## config.mk

```make
export PLATFORM = sky130hd
export DESIGN_NAME = cri_core_reset_init
export DESIGN_NICKNAME = d
export VERILOG_FILES = /design/src/pkg/cri_pkg.sv /design/src/core/cri_core_reset_init.sv
export SDC_FILE = /design/constraint.sdc
export NUM_CORES = 1
export LEC_CHECK = 0
export BUFFER_PORTS_ARGS = -buffer_cell sky130_fd_sc_hd__buf_2
export CAP_MARGIN = 30
export CORE_UTILIZATION = 40
export DETAILED_ROUTE_END_ITERATION = 6
export HOLD_SLACK_MARGIN = 0.1
export PLACE_DENSITY = 0.83
export SLEW_MARGIN = 20
export SYNTH_ARGS = -nofsm -noshare
export SYNTH_HDL_FRONTEND = slang
export SYNTH_SLANG_ARGS = --single-unit
```

## constraint.sdc

```tcl
create_clock -name core_clk -period 3.55 [get_ports core_clk]
set_input_delay 0.1775 -clock core_clk [delete_from_list [all_inputs] [get_ports core_clk]]
set_output_delay 0.1775 -clock core_clk [all_outputs]
set_load 0.02 [all_outputs]
```

## src/pkg/cri_pkg.sv

```systemverilog
package cri_pkg;
	localparam int ADDR_W = 8;
	localparam int DATA_W = 32;
	localparam logic [ADDR_W-1:0] TIMER_CTRL_OFF = 8'h00;
	localparam logic [ADDR_W-1:0] TIMER_STAT_OFF = 8'h04;
	localparam logic [ADDR_W-1:0] DEBUG_CTRL0_OFF = 8'h08;
	localparam logic [ADDR_W-1:0] RESET_CFG_OFF = 8'h0c;
	localparam logic [ADDR_W-1:0] RESET_STAT_OFF = 8'h10;
	localparam logic [ADDR_W-1:0] PC_OFF = 8'h14;
	localparam logic [1:0] WRC_RESET = 2'h0;
	localparam logic [19:0] EPN_RESET = 20'hfffff;
	localparam logic [1:0] RPN_LOW_RESET = 2'h0;
	localparam logic [3:0] SIZE_4KB = 4'h1;
	localparam logic [7:0] TID_RESET = 8'h00;
	localparam logic [31:0] PC_RESET = 32'hfffffffc;
	localparam int CLK_PERIOD_NS = 100;
	localparam int RESET_HOLD_NS = 1000;
	localparam int RESET_HOLD_CYC = (RESET_HOLD_NS + CLK_PERIOD_NS - 1) / CLK_PERIOD_NS;
	localparam int CNT_W = 4;
	localparam logic [CNT_W-1:0] HOLD_LOAD = CNT_W'(RESET_HOLD_CYC);
	localparam logic [CNT_W-1:0] CNT_ZERO = 4'h0;
	localparam logic [CNT_W-1:0] CNT_ONE = 4'h1;

	typedef enum logic [1:0] {
		RT_NONE = 2'h0,
		RT_CORE = 2'h1,
		RT_CHIP = 2'h2,
		RT_SYSTEM = 2'h3
	} cri_rtype_type;

	typedef enum logic [2:0] {
		SRC_NONE = 3'h0,
		SRC_PIN = 3'h1,
		SRC_WDOG = 3'h2,
		SRC_DEBUG = 3'h3,
		SRC_JTAG = 3'h4,
		SRC_POWER = 3'h5
	} cri_src_type;

	typedef enum logic [2:0] {
		ST_IDLE = 3'b001,
		ST_HOLD = 3'b010,
		ST_RELEASE = 3'b100
	} cri_state_type;

	typedef struct packed {
		logic [3:0] user_attrs;
		logic endian;
		logic [3:0] config_ext_page_number;
	} cri_strap_type;

	typedef struct packed {
		logic valid;
		logic [19:0] effective_page_number;
		logic translation_space;
		logic [3:0] size;
		logic [7:0] translation_id;
		logic [21:0] real_page_number;
		logic [3:0] extended_real_page_number;
		logic [3:0] user_attrs;
		logic write_through;
		logic cache_inhibit;
		logic mem_coherent;
		logic guarded;
		logic endian;
		logic sup_exec_perm;
		logic sup_write_perm;
		logic sup_read_perm;
	} cri_shadow_type;

	typedef struct packed {
		logic cyc;
		logic stb;
		logic we;
		logic [ADDR_W-1:0] adr;
		logic [3:0] sel;
		logic [DATA_W-1:0] dat;
	} cri_wb_req_type;

	typedef struct packed {
		logic ack;
		logic [DATA_W-1:0] dat;
	} cri_wb_rsp_type;
endpackage

```

## src/core/cri_core_reset_init.sv

```systemverilog
`timescale 1ns/1ps
module cri_core_reset_init import cri_pkg::*; (
	input wire logic core_clk,
	input wire logic rst,
	input wire cri_wb_req_type wb_req,
	output cri_wb_rsp_type wb_rsp,
	input wire logic core_rst_req_pin,
	input wire logic chip_rst_req_pin,
	input wire logic sys_rst_req_pin,
	input wire logic jtag_rst_req,
	input wire logic [1:0] jtag_rst_type,
	input wire logic wdog_expire,
	input wire cri_strap_type strap,
	input wire logic ctx_sync,
	input wire logic [31:0] fetch_ea,
	input wire logic [31:0] data_ea,
	output logic core_reset,
	output logic chip_reset,
	output logic system_reset_out,
	output logic boot_start,
	output logic [31:0] program_counter,
	output cri_strap_type reset_config_reg,
	output cri_shadow_type shadow_entry,
	output logic boot_fetch_ok,
	output logic boot_read_ok
);
	// Async inputs: pins, JTAG and straps
	localparam int SYNC_W = 6 + $bits(cri_strap_type);

	logic [SYNC_W-1:0] sync1_q;
	logic [SYNC_W-1:0] sync2_q;
	logic [SYNC_W-1:0] sync_d;
	logic core_req_s;
	logic chip_req_s;
	logic sys_req_s;
	logic jtag_req_s;
	logic [1:0] jtag_type_s;
	cri_strap_type strap_s;

	cri_state_type state_q;
	cri_state_type state_d;
	logic [CNT_W-1:0] cnt_q;
	logic [CNT_W-1:0] cnt_d;
	cri_rtype_type type_q;
	cri_rtype_type type_d;
	cri_src_type src_q;
	cri_src_type src_d;
	logic [1:0] wrc_q;
	logic [1:0] wrc_d;
	logic [1:0] wrs_q;
	logic [1:0] wrs_d;
	cri_strap_type cfg_q;
	cri_strap_type cfg_d;
	cri_shadow_type shadow_q;
	cri_shadow_type shadow_d;
	logic core_rst_q;
	logic chip_rst_q;
	logic sys_rst_q;
	logic boot_q;
	logic core_rst_d;
	logic chip_rst_d;
	logic sys_rst_d;
	logic boot_d;
	logic fetch_ok_q;
	logic read_ok_q;
	logic fetch_ok_d;
	logic read_ok_d;
	logic ack_q;
	logic ack_d;
	logic [DATA_W-1:0] rdat_q;
	logic [DATA_W-1:0] rdat_d;

	logic bus_acc;
	logic bus_wr;
	cri_rtype_type pin_type;
	cri_rtype_type req_type;
	cri_src_type req_src;
	logic dbg_req;
	logic wd_req;
	logic level_req;
	cri_shadow_type shadow_init;

	function automatic cri_rtype_type rt_max(input cri_rtype_type a, input cri_rtype_type b);
		rt_max = (a > b) ? a : b;
	endfunction

	// Each async request passes two flops before any logic sees it
	assign sync_d = {core_rst_req_pin, chip_rst_req_pin, sys_rst_req_pin, jtag_rst_req, jtag_rst_type, strap};

	always_ff @(posedge core_clk or posedge rst) begin
		if (rst) begin
			sync1_q <= '0;
			sync2_q <= '0;
		end else begin
			sync1_q <= sync_d;
			sync2_q <= sync1_q;
		end
	end

	assign {core_req_s, chip_req_s, sys_req_s, jtag_req_s, jtag_type_s, strap_s} = sync2_q;

	// Wishbone classic: ack one cycle after the request, write at the acked edge
	assign bus_acc = wb_req.cyc && wb_req.stb;
	assign bus_wr = bus_acc && wb_req.we && ack_q;

	// One dedicated pin per reset type; the widest type wins
	always_comb begin
		if (sys_req_s) begin
			pin_type = RT_SYSTEM;
		end else if (chip_req_s) begin
			pin_type = RT_CHIP;
		end else if (core_req_s) begin
			pin_type = RT_CORE;
		end else begin
			pin_type = RT_NONE;
		end
	end

	assign wd_req = wdog_expire && (wrc_q != WRC_RESET);
	assign dbg_req = bus_wr && (wb_req.adr == DEBUG_CTRL0_OFF) && wb_req.sel[0]
		&& (wb_req.dat[1:0] != RT_NONE);
	assign level_req = (pin_type != RT_NONE) || jtag_req_s;

	always_comb begin
		req_type = RT_NONE;
		req_src = SRC_NONE;
		if (pin_type != RT_NONE) begin
			req_type = pin_type;
			req_src = SRC_PIN;
		end
		if (jtag_req_s) begin
			// A JTAG request with no type given still resets the core
			req_src = (req_type == RT_NONE) ? SRC_JTAG : req_src;
			req_type = rt_max(req_type, (jtag_type_s == RT_NONE) ? RT_CORE : cri_rtype_type'(jtag_type_s));
		end
		if (wd_req) begin
			req_src = (req_type == RT_NONE) ? SRC_WDOG : req_src;
			req_type = rt_max(req_type, cri_rtype_type'(wrc_q));
		end
		if (dbg_req) begin
			req_src = (req_type == RT_NONE) ? SRC_DEBUG : req_src;
			req_type = rt_max(req_type, cri_rtype_type'(wb_req.dat[1:0]));
		end
	end

	// Boot page entry; same values for every reset type
	always_comb begin
		shadow_init = '0;
		shadow_init.valid = 1'b1;
		shadow_init.effective_page_number = EPN_RESET;
		shadow_init.translation_space = 1'b0;
		shadow_init.size = SIZE_4KB;
		shadow_init.translation_id = TID_RESET;
		shadow_init.real_page_number = {EPN_RESET, RPN_LOW_RESET};
		shadow_init.extended_real_page_number = strap_s.config_ext_page_number;
		shadow_init.user_attrs = strap_s.user_attrs;
		shadow_init.endian = strap_s.endian;
		shadow_init.write_through = 1'b0;
		shadow_init.mem_coherent = 1'b0;
		shadow_init.cache_inhibit = 1'b1;
		shadow_init.guarded = 1'b1;
		shadow_init.sup_exec_perm = 1'b1;
		shadow_init.sup_read_perm = 1'b1;
		shadow_init.sup_write_perm = 1'b0;
	end

	// Sequencer and reset-state loading
	always_comb begin
		state_d = state_q;
		cnt_d = cnt_q;
		type_d = type_q;
		src_d = src_q;
		wrc_d = wrc_q;
		wrs_d = wrs_q;
		cfg_d = cfg_q;
		shadow_d = shadow_q;
		boot_d = 1'b0;
		case (state_q)
			ST_IDLE: begin
				if (req_type != RT_NONE) begin
					state_d = ST_HOLD;
					cnt_d = HOLD_LOAD;
					type_d = req_type;
					src_d = req_src;
					if (wd_req) begin
						wrs_d = wrc_q;
					end
				end else begin
					if (bus_wr && wb_req.adr == TIMER_CTRL_OFF && wb_req.sel[0]) begin
						wrc_d = wb_req.dat[1:0];
					end
					if (ctx_sync) begin
						shadow_d.valid = 1'b0;
					end
				end
			end
			ST_HOLD: begin
				// Straps and reset values are reloaded every held cycle, so late straps still land
				wrc_d = WRC_RESET;
				cfg_d = strap_s;
				shadow_d = shadow_init;
				type_d = rt_max(type_q, req_type);
				if (level_req) begin
					cnt_d = HOLD_LOAD;
				end else if (cnt_q == CNT_ONE || cnt_q == CNT_ZERO) begin
					cnt_d = CNT_ZERO;
					state_d = ST_RELEASE;
				end else begin
					cnt_d = cnt_q - CNT_ONE;
				end
			end
			ST_RELEASE: begin
				// A request on the release cycle restarts the hold, so no request pulse or debug write on that cycle is lost
				if (req_type != RT_NONE) begin
					state_d = ST_HOLD;
					cnt_d = HOLD_LOAD;
					type_d = req_type;
					src_d = req_src;
					if (wd_req) begin
						wrs_d = wrc_q;
					end
				end else begin
					boot_d = 1'b1;
					state_d = ST_IDLE;
				end
				if (ctx_sync) begin
					shadow_d.valid = 1'b0;
				end
			end
			default: begin
				state_d = ST_HOLD;
				cnt_d = HOLD_LOAD;
			end
		endcase
	end

	// Outputs per type: core always, chip for chip/system, off-chip only for system
	always_comb begin
		core_rst_d = (state_d == ST_HOLD);
		chip_rst_d = (state_d == ST_HOLD) && (type_d == RT_CHIP || type_d == RT_SYSTEM);
		sys_rst_d = (state_d == ST_HOLD) && (type_d == RT_SYSTEM);
		// Write permission is never granted, so no write path exists at all
		fetch_ok_d = shadow_d.valid && shadow_d.sup_exec_perm
			&& (fetch_ea[31:12] == shadow_d.effective_page_number);
		read_ok_d = shadow_d.valid && shadow_d.sup_read_perm
			&& (data_ea[31:12] == shadow_d.effective_page_number);
	end

	// Register read mux; the shadow entry has no address, keeping it hidden
	always_comb begin
		ack_d = bus_acc && !ack_q;
		rdat_d = rdat_q;
		if (bus_acc && !ack_q) begin
			case (wb_req.adr)
				TIMER_CTRL_OFF: rdat_d = {30'h0, wrc_q};
				TIMER_STAT_OFF: rdat_d = {30'h0, wrs_q};
				DEBUG_CTRL0_OFF: rdat_d = 32'h0;
				RESET_CFG_OFF: rdat_d = {23'h0, cfg_q};
				RESET_STAT_OFF: rdat_d = {26'h0, core_rst_q, src_q, type_q};
				PC_OFF: rdat_d = PC_RESET;
				default: rdat_d = 32'h0;
			endcase
		end
	end

	// Power-up counts as a chip-type reset that never reaches off-chip logic
	always_ff @(posedge core_clk or posedge rst) begin
		if (rst) begin
			state_q <= ST_HOLD;
			cnt_q <= HOLD_LOAD;
			type_q <= RT_CHIP;
			src_q <= SRC_POWER;
		end else begin
			state_q <= state_d;
			cnt_q <= cnt_d;
			type_q <= type_d;
			src_q <= src_d;
		end
	end

	// Shadow entry stays invalid until the hold loads it
	always_ff @(posedge core_clk or posedge rst) begin
		if (rst) begin
			wrc_q <= WRC_RESET;
			wrs_q <= 2'h0;
			cfg_q <= '0;
			shadow_q <= '0;
		end else begin
			wrc_q <= wrc_d;
			wrs_q <= wrs_d;
			cfg_q <= cfg_d;
			shadow_q <= shadow_d;
		end
	end

	// Reset outputs come from flops, so the far side never sees a glitch
	always_ff @(posedge core_clk or posedge rst) begin
		if (rst) begin
			core_rst_q <= 1'b1;
			chip_rst_q <= 1'b1;
			sys_rst_q <= 1'b0;
			boot_q <= 1'b0;
		end else begin
			core_rst_q <= core_rst_d;
			chip_rst_q <= chip_rst_d;
			sys_rst_q <= sys_rst_d;
			boot_q <= boot_d;
		end
	end

	always_ff @(posedge core_clk or posedge rst) begin
		if (rst) begin
			fetch_ok_q <= 1'b0;
			read_ok_q <= 1'b0;
		end else begin
			fetch_ok_q <= fetch_ok_d;
			read_ok_q <= read_ok_d;
		end
	end

	always_ff @(posedge core_clk or posedge rst) begin
		if (rst) begin
			ack_q <= 1'b0;
			rdat_q <= 32'h0;
		end else begin
			ack_q <= ack_d;
			rdat_q <= rdat_d;
		end
	end

	assign wb_rsp.ack = ack_q;
	assign wb_rsp.dat = rdat_q;
	assign core_reset = core_rst_q;
	assign chip_reset = chip_rst_q;
	assign system_reset_out = sys_rst_q;
	assign boot_start = boot_q;
	assign program_counter = PC_RESET;
	assign reset_config_reg = cfg_q;
	assign shadow_entry = shadow_q;
	assign boot_fetch_ok = fetch_ok_q;
	assign boot_read_ok = read_ok_q;
endmodule // cri_core_reset_init

```

Word-level counts from Yosys, hierarchy flattened
Index checks and enable logic that the tools add are counted.
W data, S select, Z words.

cells by class
  multiplexer cells = 40
  equal/unequal tests = 17
  $add $sub $neg = 1
  order comparisons = 4
  reduce and logical (&&, ||, !) cells = 35

operators with widths
  kind                  count
  $pmux W32 S5          1
  $mux W71              1
  $eq A20 B20 Y1        2
  $mux W2               15
  $mux W3               9
  $eq A8 B4 Y1 const B  2
  $eq A8 B5 Y1 const B  2
  $logic_and A1 B1 Y1   16
  $mux W4               3
  $reduce_bool A2 Y1    5
  $pmux W3 S3           1
  $eq A8 B3 Y1 const B  1
  $gt A2 B2 Y1          4
  $logic_not A2 Y1      4
  $logic_not A8 Y1      1
  $pmux W2 S2           2
  $pmux W4 S2           1
  $eq A3 B2 Y1 const B  2
  $mux W1               6
  $reduce_and A3 Y1     2
  $eq A2 B2 Y1 const B  2
  $eq A4 B1 Y1 const B  1
  $logic_not A4 Y1      1
  $ne A2 B2 Y1 const B  2
  9 further kinds       11

word-level totals
  logic and storage cells = 122
  register bits = 119

Logic depth before layout (Yosys ltp)
Gate-level depths: netlist of the first run.

  word-level depth = 20
  mapped depth = 21
  mapped depth without buffers = 20

Worst setup path before layout of the first run
OpenSTA, ideal clock, no wires.

  path type = reg2reg
  start point = register sync2_q[12]
  end point = register sys_rst_q, in the netlist system_reset_out
  data required time = 3.443 ns
  clock period less this slack = 3.318 ns
  cell stages (with the launch flop) = 19
  library setup time = 0.107 ns
  path slack = 0.232 ns
  arrival = 3.211 ns
  path through = dfrtp_1 nor2_1 ha_1 nand2_1 o21a_1 inv_1 ha_1 nor2_1 or2_2 clkbuf_1 ha_1 o31ai_1 o21ai_2 buf_6 ha_1 a21oi_1 a21oi_1 o21ai_2 a2111oi_4

on the way
  cells in the longest elaborated chain, start to end = 17
  elaborated cells on any way between the ends = 25

RTL lines
  element                                             RTL line                                                                           text
  start, declared                                     cri_core_reset_init.sv:31                                                          logic [SYNC_W-1:0] sync2_q;
  start signal, assigned                              cri_core_reset_init.sv:96                                                          sync2_q <= sync1_q;
  $mux W2 *                                           cri_core_reset_init.sv:108                                                         if (sys_req_s) begin
  $reduce_bool A2 Y1                                  cri_core_reset_init.sv:122, cri_core_reset_init.sv:127
  $mux W2                                             cri_core_reset_init.sv:127                                                         if (pin_type != RT_NONE) begin
  $gt A2 B2 Y1                                        cri_core_reset_init.sv:84                                                          rt_max = (a > b) ? a : b;
  $mux W2                                             cri_core_reset_init.sv:84
  $mux W2                                             cri_core_reset_init.sv:131                                                         if (jtag_req_s) begin
  $gt A2 B2 Y1                                        cri_core_reset_init.sv:84
  $mux W2                                             cri_core_reset_init.sv:84
  (+2 left out)                                       --
  $mux W2                                             cri_core_reset_init.sv:84
  $mux W2                                             cri_core_reset_init.sv:140                                                         if (dbg_req) begin
  $gt A2 B2 Y1 or $reduce_bool A2 Y1 (tied branches)  cri_core_reset_init.sv:84, cri_core_reset_init.sv:180, cri_core_reset_init.sv:214
  $mux W2 (tied with other cells)                     cri_core_reset_init.sv:84
  $pmux W2 S2 or $pmux W3 S3 (tied branches)          cri_core_reset_init.sv:178                                                         case (state_q)
  $eq A2 B2 Y1 or $eq A3 B2 Y1 (tied branches)        cri_core_reset_init.sv:241                                                         sys_rst_d = (state_d == ST_HOLD) && (type_d == RT_SYSTEM);
  $logic_and A1 B1 Y1 *                               cri_core_reset_init.sv:241
  named net sys_rst_d                                 cri_core_reset_init.sv:62                                                          logic sys_rst_d;
  end signal, assigned                                cri_core_reset_init.sv:306                                                         sys_rst_q <= sys_rst_d;
  end, declared                                       cri_core_reset_init.sv:58                                                          logic sys_rst_q;

The timed path passes the listed nets; every way through them passes the cells marked *.
A chain may end at the register's enable or synchronous reset.

Worst setup path in the final report of the first run
Ends and elaborated chain as after synthesis.

==> results of run 1 <==
-- report_power, final --
| part | total [mW] | switching, mW | internal [mW] |
|---|---|---|---|
| registers | 1.15 | 0.0244 | 1.13 |
| logic | 0.316 | 0.192 | 0.124 |
| clock network | 1.03 | 0.443 | 0.587 |
| total | 2.50 | 0.660 | 1.84 |
-- cell type report --
type	instances	share of cell area
antenna	1	0.000397
clock buffer	10	0.0379
clock inverter	6	0.0133
inverter	28	0.0171
multi-input combinational	338	0.335
sequential	96	0.383
tap	172	0.0342
timing repair buffer	200	0.179
-- registers in the layout (all words and copies together), names as in the netlist --
register / cells
shadow_entry: 33
sync1_q: 15
sync2_q: 15
rdat_q: 10
cnt_q: 4
src_q: 3
state_q: 3
type_q: 2
wrc_q: 2
wrs_q: 2
ack_q: 1
boot_fetch_ok: 1
boot_read_ok: 1
boot_start: 1
chip_reset: 1
core_reset: 1
system_reset_out: 1
-- stage by stage --
stage	area (µm²)	power, mW	hold slack, ps	utilization	std cells
finish	6300	2.50	174	0.495	851
global route	6300	2.62	199	0.495	850
CTS	6250	2.52	153	0.491	848
detailed placement	5760	1.46	287	0.453	815
global placement	5760	1.46	287	0.453	815
floorplan	5450	1.41	209	-	580
-- routing by layer --
metal / wire length (µm) / share of wire
met5: 0 / 0
met4: 257 / 0.023
met3: 732 / 0.067
met2: 5300 / 0.48
met1: 4680 / 0.43
-- placed cells by master, fill, tap and decap left out, types with 9 or more instances in the layout --
master         instances
inv_1                 27
dlygate4sd3_1         17
or2_2                 17
nand2_1               42
o21a_1                10
nor3_1                14
a22o_1                10
nor4_1                 9
conb_1                49
ha_1                  13
o21ai_0               21
or3_1                 18
xnor2_1               18
clkbuf_16              9
dfrtp_1               88
nor2_1                23
buf_2                175
-- worst min-delay path by stage --
stage	end	slack [ps]	depth (start not counted)
global route	wrc_q[1]	200	3
CTS	wrc_q[1]	150	3
detailed placement	sync1_q[11]	290	1
floorplan	sync1_q[0]	210	0
global placement	sync1_q[7]	290	1
finish	wrc_q[1]	170	3
-- timing repair --
action,CTS,global route
gates resized for setup,0,3
buffers inserted,0,1
hold endpoints to repair,81,0
hold buffers,17,0
setup endpoints to repair,0,1
-- cells in the mapped netlist, types with 3 or more instances --
master      n  share of area
o21ai_0    21          0.020
nor4_1      9          0.011
or2_2      17          0.020
nand2b_1    6         0.0071
inv_1      28          0.020
nand4_1     3         0.0036
nor3_1     14          0.013
xnor2_1    18          0.030
dfrtp_1    88           0.42
a22oi_1     8          0.011
nand2_1    42          0.030
nor2_1     24          0.017
a21oi_1    10         0.0095
dfstp_2     8          0.040
or3_1      18          0.021
nand3_1     3         0.0028
o21a_1     10          0.014
xor2_1      4         0.0066
a21o_1      7          0.010
nor3b_1     3         0.0043
mux2i_1     4         0.0076
a22o_1     10          0.017
buf_4     103           0.15
clkbuf_1   14          0.010
o22ai_1     4         0.0047
ha_1       13          0.031
mux2_2      3         0.0064
-- worst max-delay path, stage by stage, from the launching register on --
cell and delay (ps):
dfrtp_1 410, nor2_2 160, ha_1 170, nand2_1 60
o21a_1 150, inv_1 70, ha_1 130, nor2_1 50
or2_2 360, ha_1 280, o31ai_1 290, o21ai_2 90
ha_1 290, a21oi_2 70, a21oi_2 140, o21ai_2 110
a2111oi_4 340
-- logic make-up after synthesis --
logic type      share of synthesized area
simple gates                        0.150
buf+inv                             0.179
flops                               0.457
compound gates                      0.131
xor+xnor                           0.0365
fa+ha+maj                          0.0308
mux                                0.0140
other cells                       0.00142
==> results by stage, run 1 <==
GRT:
- The first global-routing pass estimated 17200 µm of wire.
- The overall fraction of global-route tracks in use is 0.167.
- The highest-utilization routing layer at the global route stage is met2.
- After global routing the overflow that remains totals 0.
- The global-route met2 utilization is 0.279.
- The met1 track demand over resource is 0.200.
- The maximum number of pins on one net before global-route repair is between 70 and 80.
- The number of global-route vias before repair came to 3507.
- For met3 alone, demand over resource in global routing was 0.0474.
- The initial antenna violation count is 1.

Worst setup path:
- Setup slack on the worst reg-to-reg path comes out at 280 ps.
- The startpoint of the most critical register-to-register path is sync2_q[12].
- STA classifies the critical path endpoint as a flip-flop.
- The highest fanout seen on the critical path is 5.
- The critical path is of the flip-flop to flip-flop type.
- The startpoint class of the critical path is a flip-flop.
- The end of the critical path is system_reset_out.
- For the worst flop-to-flop path, the logic depth is 16.
- In this run the worst setup path begins at sync2_q[12].
- The endpoint required time on the critical path is between 3000 and 4000 ps.
- At the worst endpoint, the arrival time is 3510 ps.
- The worst reg2reg path endpoint is system_reset_out.

Clock tree:
- The CTS tree is built.
- The largest buffer count on any clock path is 2.
- After clock tree synthesis, the clock-pin slew on the worst setup and hold paths is 70 ps.
- The clock reaches the later pin of the worst-skew pair after approximately 340 ps.
- Counting the buffers created by CTS gives 9.
- The cell at the root of the clock tree is clkbuf_16.
- Counting every sink on the clock net gives 96.
- The H-tree level count is 3.

Die:
- From left edge to right edge, the die measures 117 µm.
- The core box area is 12700 µm².
- 282 I/O pins were placed.
- The die covers 13700 µm².
- The chip height is roughly 120 µm.
- In this run the core area contains 41 standard-cell rows.
- The initial standard-cell utilization of the core is 0.415.

STA:
- The sum of negative setup slack is 0 ps.
- Across the routed clock network, the largest skew measured is 9.42 ps.
- Setup violations remaining at the end of the flow were counted as 0.
- The maximum clock frequency is roughly 0.31 GHz.
- In this run the tightest slew margin relative to its limit is 0.566.
- The final worst slack is 279 ps.
- The minimum clock period is 3270 ps.
- The actual transition at the worst max-transition pin is between 600 and 700 ps.
- Dividing the final minimum period by the clock period gives 0.921.
- The number of max-slew violations in the final report was 0.
- The count of endpoints failing hold in the final timing report is 0.
- Setup repair after global routing left no endpoint under its margin.

Final layout:
- The area occupied by registers is 2410 µm².
- After filler insertion, the fill cell instance count of the layout stands at 1197.
- At the end of the flow, the number of nets in the layout was 816.
- The footprint of the multi-input gates is 2110 µm².
- The area growth from synthesis to layout is 19.4%.
- Of the cells placed in the final design, the portion with a size suffix greater than 1 is 0.353.

Place:
- The worst slack at placement is 130 ps.
- Detailed placement ended at an HPWL of ~8300 µm.
- The count of buffers added on input and output ports is 175.
- Routability-driven placement finished with a final weighted congestion of a little under 0.8.

Worst hold path:
- The class of the worst hold path is input pin to flip-flop.
- The beginning of the worst hold path is wb_req[1].

Synthesis:
- The share of async-settable or async-resettable flops after synthesis is 1.00.
- The sequential area share after synthesis is 0.457.
- The post-synthesis area per instance is 9.90 µm².
- The flip-flop and latch count after synthesis is 96.
- Yosys mapped a number of flops with a built-in enable equal to 0.
- The Yosys step of the flow raised 0 warnings.
- The most used flip-flop cell after synthesis is dfrtp_1.
- In this run the cell area of the synthesized design comes to roughly 5300 µm².
- Synthesis handed over a netlist of between 500 and 600 instances.
- The count of distinct cell types in the synthesized netlist is 57.

Flow run:
- Max-cap violations in this run came to 0.

Pwr:
- The leakage power total is 2.94 nW.
- The worst voltage drop across the vdd grid is between 0.0002 and 0.0003 V.
- Dividing total power by cell area gives a power density of 397 nW/µm².

Route:
- The count of nets left with antenna violations after detail routing is 0.
- The number of DRC markers after the initial detailed-route iteration is approximately 160.
- The ratio of routed vias to standard cells is 4.64.
- The final routed wirelength across all metal layers is 11000 µm.
- The detailed-route DRC error count is 0.
- The first detailed-routing pass took 4 iterations.
- The count of vias placed by the detailed router is 3946.
- The wire length per cell is 12.9 µm.

Status:
- The run finished with clean final reports.
(Power assumes the default switching activity.)
==> run 2, diff against run 1 <==
Settings changed: GPL_TIMING_DRIVEN from default to 0.
==> run 2 against run 1 <==
Clock power about the same. Core utilization increased by 6.7 points. Setup slack improved by 1.1 ps. Cell count increased by 14%. Worst hold slack improved by 16 ps. Sequential share of layout area decreased by 4.6 points. Clock skew decreased by 2.8 ps. Register-to-register slack about the same. Critical path depth increased by 3. Combinational power increased by 18%. Critical endpoint unchanged. Largest cell class unchanged. Highest routed layer unchanged.
==> results by stage, run 2 (synthesized netlist as in run 1, its figures left out) <==
Status:
- The flow ran to the end, and the final reports show no timing, DRC or antenna violations.

Worst setup path:
- The worst setup path is launched from a flip-flop.
- The endpoint required time on the critical path came to 3780 ps (about the same).
- The highest fanout seen on the critical path is 4 (-1).
- The type of element capturing the critical path is a flip-flop.
- The endpoint arrival time on the critical path is 3500 ps (about the same).
- The slack of the worst reg-to-reg path was 280 ps (about the same).
- The kind of critical path is flip-flop to flip-flop.

Place:
- The count of buffers from port buffering was 175 (unchanged).
- The detailed placer's ending HPWL was 9170 µm (+11%).
- The post-placement cell count is 928 (+14%).
- The final weighted congestion in routability-driven placement is 0.792 (+1.1%).

Clock tree:
- The number of buffers created by CTS is 9 (unchanged).
- The largest buffer count on any clock path is 2 (unchanged).
- The H-tree level count is 3 (unchanged).
- The CTS tree is built.
- The clock latency at the later pin of the worst-skew pair is 350 ps (about the same).
- The clock-pin transition on the worst setup and hold timing paths is 70 ps (about the same).
- The number of clock sinks came to 96 (unchanged).
- The tree is rooted in a clkbuf_16.

STA:
- The actual transition at the worst max-transition pin is 709 ps (+61.9 ps).
- The minimum clock period was 3270 ps (-1.08 ps).
- The count of final setup violators is 0 (unchanged).
- The final cycle utilization of the critical path is 0.921 (about the same).
- The clock tree skew after final layout is 6.62 ps (-2.80 ps).
- The normalized max-slew margin is 0.524 (-0.0415).
- The maximum clock frequency is 0.306 GHz (about the same).
- The number of max-slew violations in the final report is 0 (unchanged).
- The minimum hold slack was 190 ps (+16.4 ps).
- The sum of negative setup slack is 0 ps (unchanged).
- The count of endpoints failing hold in the final timing report came to 0 (unchanged).

Final layout:
- The filler cell count is 1152 (-3.8%).
- The number of nets in the finished design is 934 (+14%).
- The library cell used most frequently in the layout, excluding fill and tap cells, is buf_2.
- The count of placed standard cells in the final layout, fillers left out was 969 (+14%).
- The library cells used most frequently in the layout, excluding fill and tap cells, are buf_2 (175), buf_4 (111), dfrtp_1 (88), conb_1 (49), nand2_1 (42).
- The flip-flop count of the largest register, all copies and words added came to 33 (unchanged).
- The area growth from synthesis to layout is 35.6%.
- The fraction of the core area covered by cells at the end of the flow is 0.562 (+0.0670).
- The share of final-layout standard cells stronger than drive strength 1 is 0.433 (+0.0809).

GRT:
- The overall fraction of global-route tracks in use was 0.184 (+0.0170).
- The maximum number of pins on one net before global-route repair was 74 (-1.3%).
- The number of global-route vias before repair is 3961 (+13%).
- The initial antenna violation count is 1 (unchanged).
- The total congestion overflow came to 0 (unchanged).
- The wire length of the first global-routing pass is 18900 µm (+10%).

Pwr:
- The internal cell power is 1.86 mW (+1.2%).
- The clock power share is 0.397 (-0.015).
- The combinational power share was 0.148 (+0.022).
- The fraction of power consumed by sequential logic is 0.456 (-0.006).
- The switching component of the power is 0.665 mW (+0.74%).
- The worst voltage drop across the vdd grid came to 0.000179 V (-29%).
- The switching fraction of total power came to 0.263 (-0.000868).
- The power density normalized to cell area came to 353 nW/µm² (-11%).
- The leakage power total is 3.44 nW (+17%).

Die:
- The horizontal extent of the die is 117 µm (unchanged).
- The placement row count is 41 (unchanged).
- The count of pins on the block boundary is 282 (unchanged).
- The core box area is 12700 µm² (unchanged).
- The floorplan die area is 13700 µm² (unchanged).
- The chip height came to 117 µm (unchanged).
- The initial standard-cell utilization of the core is 0.415 (unchanged).

Route:
- The count of vias placed by the detailed router is 4373 (+11%).
- The wire length per cell is 12.6 µm (-2.4%).
- The ratio of routed vias to standard cells was 4.51 (-2.7%).
- The final routed wirelength across all metal layers is 12200 µm (+11%).
- The number of DRC markers after the initial detailed-route iteration came to 168 (+3.1%).
- The detailed-route DRC error count is 0 (unchanged).
- The iteration count of the initial detailed-routing pass is 4 (unchanged).
- The count of nets left with antenna violations after detail routing is 0 (unchanged).

Worst hold path:
- The class of the worst hold path is input pin to flip-flop.

Flow run:
- The count of maximum capacitance violations is 0 (unchanged).
[run 2: power by group through the flow]
| stage | registers [mW] | clock network (mW) | logic, mW |
|---|---|---|---|
| floorplan | 1.18 | 0 | 0.234 |
| global placement | 1.17 | 0 | 0.334 |
| detailed placement | 1.17 | 0 | 0.344 |
| CTS | 1.15 | 1.03 | 0.364 |
| global route | 1.16 | 1.06 | 0.415 |
| finish | 1.15 | 1.00 | 0.373 |
[run 2: critical path, stage by stage (launching register included)]
cell	delay, ps
dfrtp_1	390
nor2_2	150
ha_1	160
nand2_1	70
o21a_1	160
inv_1	80
ha_1	160
nor2_2	40
or2_4	270
ha_4	170
or3_1	360
o21ai_2	100
buf_6	130
ha_1	120
nor2_1	40
nor2_1	80
a21oi_1	60
a21oi_1	150
o21ai_2	100
a2111oi_4	360
[run 2: area by class of cell]
type	instances	area, µm²	area share
Inverter	28	110	0.0154
Multi-Input combinational cell	338	2140	0.299
Timing Repair Buffer	201	1130	0.159
Clock buffer	10	229	0.0320
Antenna cell	1	2.50	0.000350
Tap cell	172	215	0.0301
Clock inverter	6	75.1	0.0105
Sequential cell	96	2410	0.337
Buffer	117	833	0.117
[run 2: path summary, 6_finish.rpt]
| check | start | to | cells past startpoint |
|---|---|---|---|
| min | wb_req[1] | wrc_q[1] | 3 |
| min in group asynchronous | rst | shadow_entry[58] | 3 |
| max reg2reg | sync2_q[13] | system_reset_out | 19 |
| min reg2reg | sync1_q[10] | sync2_q[10] | 0 |
| max in group asynchronous | rst | src_q[2] | 4 |
| max | sync2_q[13] | system_reset_out | 19 |
[run 2: stage by stage]
step / setup slack [ps] / cell area (µm²) / power (mW)
finish: 280 / 7150 / 2.53
global route: -4.33 / 7150 / 2.63
CTS: 29.8 / 7090 / 2.54
detailed placement: -230 / 6580 / 1.52
global placement: -206 / 6540 / 1.50
floorplan: 232 / 5450 / 1.41
[run 2: timing repair]
item,CTS,global route
endpoints found under the setup margin,2,9
endpoints found under the hold margin,39,0
hold buffers,17,0
pin swaps,2,6
setup buffers,3,5
resized for setup,4,5
[run 2: routing by layer]
| layer | routed length, µm | up-vias | global-route usage | share of wire |
|---|---|---|---|---|
| met2 | 5830 | 177 | 0.308 | 0.48 |
| met4 | 296 | 0 | 0.0987 | 0.024 |
| met3 | 934 | 25 | 0.0463 | 0.077 |
| li1 | - | 2176 | - | - |
| met5 | 0 | - | 0 | 0 |
| met1 | 5140 | 1995 | 0.219 | 0.42 |
==> run 3, diff against run 2 <==
--- a/config.mk
+++ b/config.mk
@@ -13,4 +13,5 @@
 export HOLD_SLACK_MARGIN = 0.1
 export PLACE_DENSITY = 0.83
+export RECOVER_POWER = 25
 export SLEW_MARGIN = 20
 export SYNTH_ARGS = -nofsm -noshare
==> constraint.sdc (replaced) <==
create_clock -name core_clk -period 3.55 [get_ports core_clk]
set_input_delay 0.71 -clock core_clk [delete_from_list [all_inputs] [get_ports core_clk]]
set_output_delay 0.71 -clock core_clk [all_outputs]
set_load 0.02 [all_outputs]
==> run 3 against run 2 <==
The run now ends with capacitance limit, slew limit left. Global-route usage down 0.38 points. First-iteration DRC count up 3.6%. Combinational power down 5%. Setup slack worse by 10 ps. Routed wire length down 2.2%. Fmax down 0.30%. Clock power about the same. Worst hold slack better by 150 ps. Sequential power about the same. Clock skew up 1.4 ps. Cell count down 1.8%. Die area unchanged. Critical path type is now input pin to flip-flop. Largest cell class unchanged. Largest power group unchanged. Highest routed layer is now met5.
==> results by stage, run 3 (synthesized netlist as in run 1, its figures left out) <==
Status:
- The flow ran to the end, but the final reports show violations.
- The final reports fail on capacitance limit, slew limit.

Pwr:
- The leakage power total is 3.35 nW (-2.4%).
- The worst voltage drop across the vdd grid is 0.000179 V (-0.17%).
- The internal cell power came to 1.85 mW (-0.81%).
- The fraction of power consumed by sequential logic was 0.460 (+0.004).
- The total chip power is 2.50 mW (-0.84%).
- The switching fraction of total power is 0.263 (about the same).
- The switching component of the power is 0.659 mW (-0.89%).
- The clock power share is 0.399 (+0.002).
- The power density normalized to cell area is 360 nW/µm² (+2.0%).
- The combinational power share came to 0.141 (-0.007).

Die:
- The core box area is 12700 µm² (unchanged).
- The horizontal extent of the die came to 117 µm (unchanged).
- The initial standard-cell utilization of the core is 0.415 (unchanged).
- The chip height is 117 µm (unchanged).
- The placement row count is 41 (unchanged).
- The floorplan die area came to 13700 µm² (unchanged).
- The count of pins on the block boundary is 282 (unchanged).

Place:
- The detailed placer's ending HPWL is 9170 µm (unchanged).
- The worst slack at placement is -269 ps (-38.8 ps).
- The count of buffers from port buffering was 175 (unchanged).
- The area of placed instances is 6580 µm² (unchanged).
- The final weighted congestion in routability-driven placement came to 0.792 (unchanged).

Clock tree:
- The H-tree level count is 3 (unchanged).
- The clock latency at the later pin of the worst-skew pair is 350 ps (about the same).
- The number of buffers inserted by hold repair at cts was 0 (-17).
- The number of clock sinks is 96 (unchanged).
- The cell sitting at the root of the clock tree is a clkbuf_16.
- The largest buffer count on any clock path is 2 (unchanged).
- The number of buffers created by CTS came to 9 (unchanged).
- The clock-pin transition on the worst setup and hold timing paths is 70 ps (about the same).
- The CTS tree is built.

GRT:
- The total congestion overflow is 0 (unchanged).
- The maximum number of pins on one net before global-route repair is 74 (unchanged).
- The overall fraction of global-route tracks in use is 0.180 (-0.00380).
- The number of global-route vias before repair is 3862 (-2.5%).
- The initial antenna violation count is 2 (+1).
- The wire length of the first global-routing pass is 18500 µm (-2.3%).

STA:
- The count of final setup violators is 0 (unchanged).
- The normalized max-slew margin was -0.133 (-0.658).
- The maximum clock frequency is 0.305 GHz (-0.30%).
- The final cycle utilization of the critical path is 0.924 (+0.00281).
- The actual transition at the worst max-transition pin is 1700 ps (+991 ps).
- The clock tree skew after final layout came to 8.02 ps (+1.40 ps).
- The number of max-slew violations in the final report was 74 (+74).
- The minimum clock period is 3280 ps (+9.99 ps).
- The final worst slack was 270 ps (-9.99 ps).
- The count of endpoints failing hold in the final timing report is 0 (unchanged).

Final layout:
- From synthesis to final layout, the design area changed by 31.8%.
- The number of nets in the finished design came to 917 (-1.8%).
- Leaving out fill and tap cells, the most frequent cells in the layout are buf_2 (175), buf_4 (111), dfrtp_1 (88), conb_1 (49), nand2_1 (42).
- The filler cell count is 1173 (+1.8%).
- The share of final-layout standard cells stronger than drive strength 1 came to 0.443 (+0.00946).
- The post-route standard cell area excluding fillers is 6950 µm² (-2.7%).
- The flip-flop count of the largest register, all copies and words added is 33 (unchanged).
- The footprint of the multi-input gates was 2140 µm² (unchanged).
- The library cell used most frequently in the layout, excluding fill and tap cells, is buf_2.
- The area occupied by registers is 2410 µm² (unchanged).

Worst setup path:
- The endpoint arrival time on the critical path is 3510 ps (about the same).
- STA classifies the critical path endpoint as a flip-flop.
- The startpoint of the most critical register-to-register path is sync2_q[12].
- The number of cells traversed by the worst register-to-register path was 20 (+1).
- The endpoint required time on the critical path came to 3780 ps (about the same).
- The slack of the worst reg-to-reg path came to 270 ps (about the same).
- The worst reg2reg path endpoint is system_reset_out.
- The critical path is of the input pin to flip-flop type.
- The highest fanout seen on the critical path was 5 (+1).
- STA classifies the critical path startpoint as an input pin.

Route:
- The ratio of routed vias to standard cells came to 4.51 (about the same).
- The count of nets left with antenna violations after detail routing is 0 (unchanged).
- The number of DRC markers after the initial detailed-route iteration is 174 (+3.6%).
- The detailed-route DRC error count is 0 (unchanged).
- The wire length per cell is 12.5 µm (-0.44%).
- The final routed wirelength across all metal layers is 11900 µm (-2.2%).
- The iteration count of the initial detailed-routing pass is 4 (unchanged).
- The count of vias placed by the detailed router came to 4297 (-1.7%).

Worst hold path:
- The worst hold path begins at sync1_q[10].
- The worst hold path terminates at sync2_q[10].
- The depth of the worst hold-timing path came to 0 (-3).
- The min-delay analysis places its worst path in the category flip-flop to flip-flop.

Flow run:
- The count of maximum capacitance violations was 1 (+1).
==> run 3: worst max-delay path, cell delays in order <==
cell and delay, ps:
buf_2 130, or4b_1 550, or4_1 610, or3_1 360, o21ai_2 100, buf_6 130, ha_1 120, nor2_1 40
nor2_1 80, a21oi_1 60, a21oi_1 150, o21ai_2 100, a2111oi_4 370
==> run 3: area by class of cell <==
class	count	share of cell area
Buffer	117	0.120
Multi-Input combinational cell	338	0.308
Clock buffer	10	0.0329
Inverter	28	0.0153
Antenna cell	1	0.000360
Tap cell	172	0.0309
Clock inverter	6	0.0108
Timing Repair Buffer	184	0.135
Sequential cell	96	0.347
==> run 3: power by group through the flow <==
stage	Combinational, mW	Clock (mW)	Sequential, mW
after floorplan	0.234	0	1.18
final	0.354	1.00	1.15
after global routing	0.395	1.07	1.16
after CTS	0.349	1.03	1.15
after global placement	0.334	0	1.17
after detailed placement	0.344	0	1.17
==> run 3: layer usage <==
metal  global-route usage  up-vias  share of wire
met5                    0        -         0.0011
met4               0.0987        2          0.025
met3               0.0484       26          0.075
met2                0.296      163           0.47
met1                0.217     1963           0.42
li1                     -     2143              -
==> run 3: worst max path at each step <==
stage	from	end
2_1_floorplan	sync2_q[12]	system_reset_out
3_3_place_gp	rst	boot_start
3_5_place_dp	wb_req[40]	system_reset_out
4_1_cts	sync2_q[12]	system_reset_out
5_1_grt	sync2_q[13]	system_reset_out
6_report	wb_req[40]	system_reset_out
==> run 3: timing repair <==
| item | in CTS | in global routing |
|---|---|---|
| endpoints found under the setup margin | 2 | 9 |
| resized for setup | 4 | 5 |
| pin swaps | 2 | 6 |
| setup buffers | 3 | 5 |
==> run 3: metrics by stage <==
stage                     TNS (ps)  std cells  utilization  hold slack (ps)
after detailed placement      -298        928        0.517              335
after global routing         -4.35        951        0.546              347
after global placement      -64600        927        0.514              334
final                            0        952        0.547              342
after CTS                        0        947        0.544              302
after floorplan                  0        580            -              331
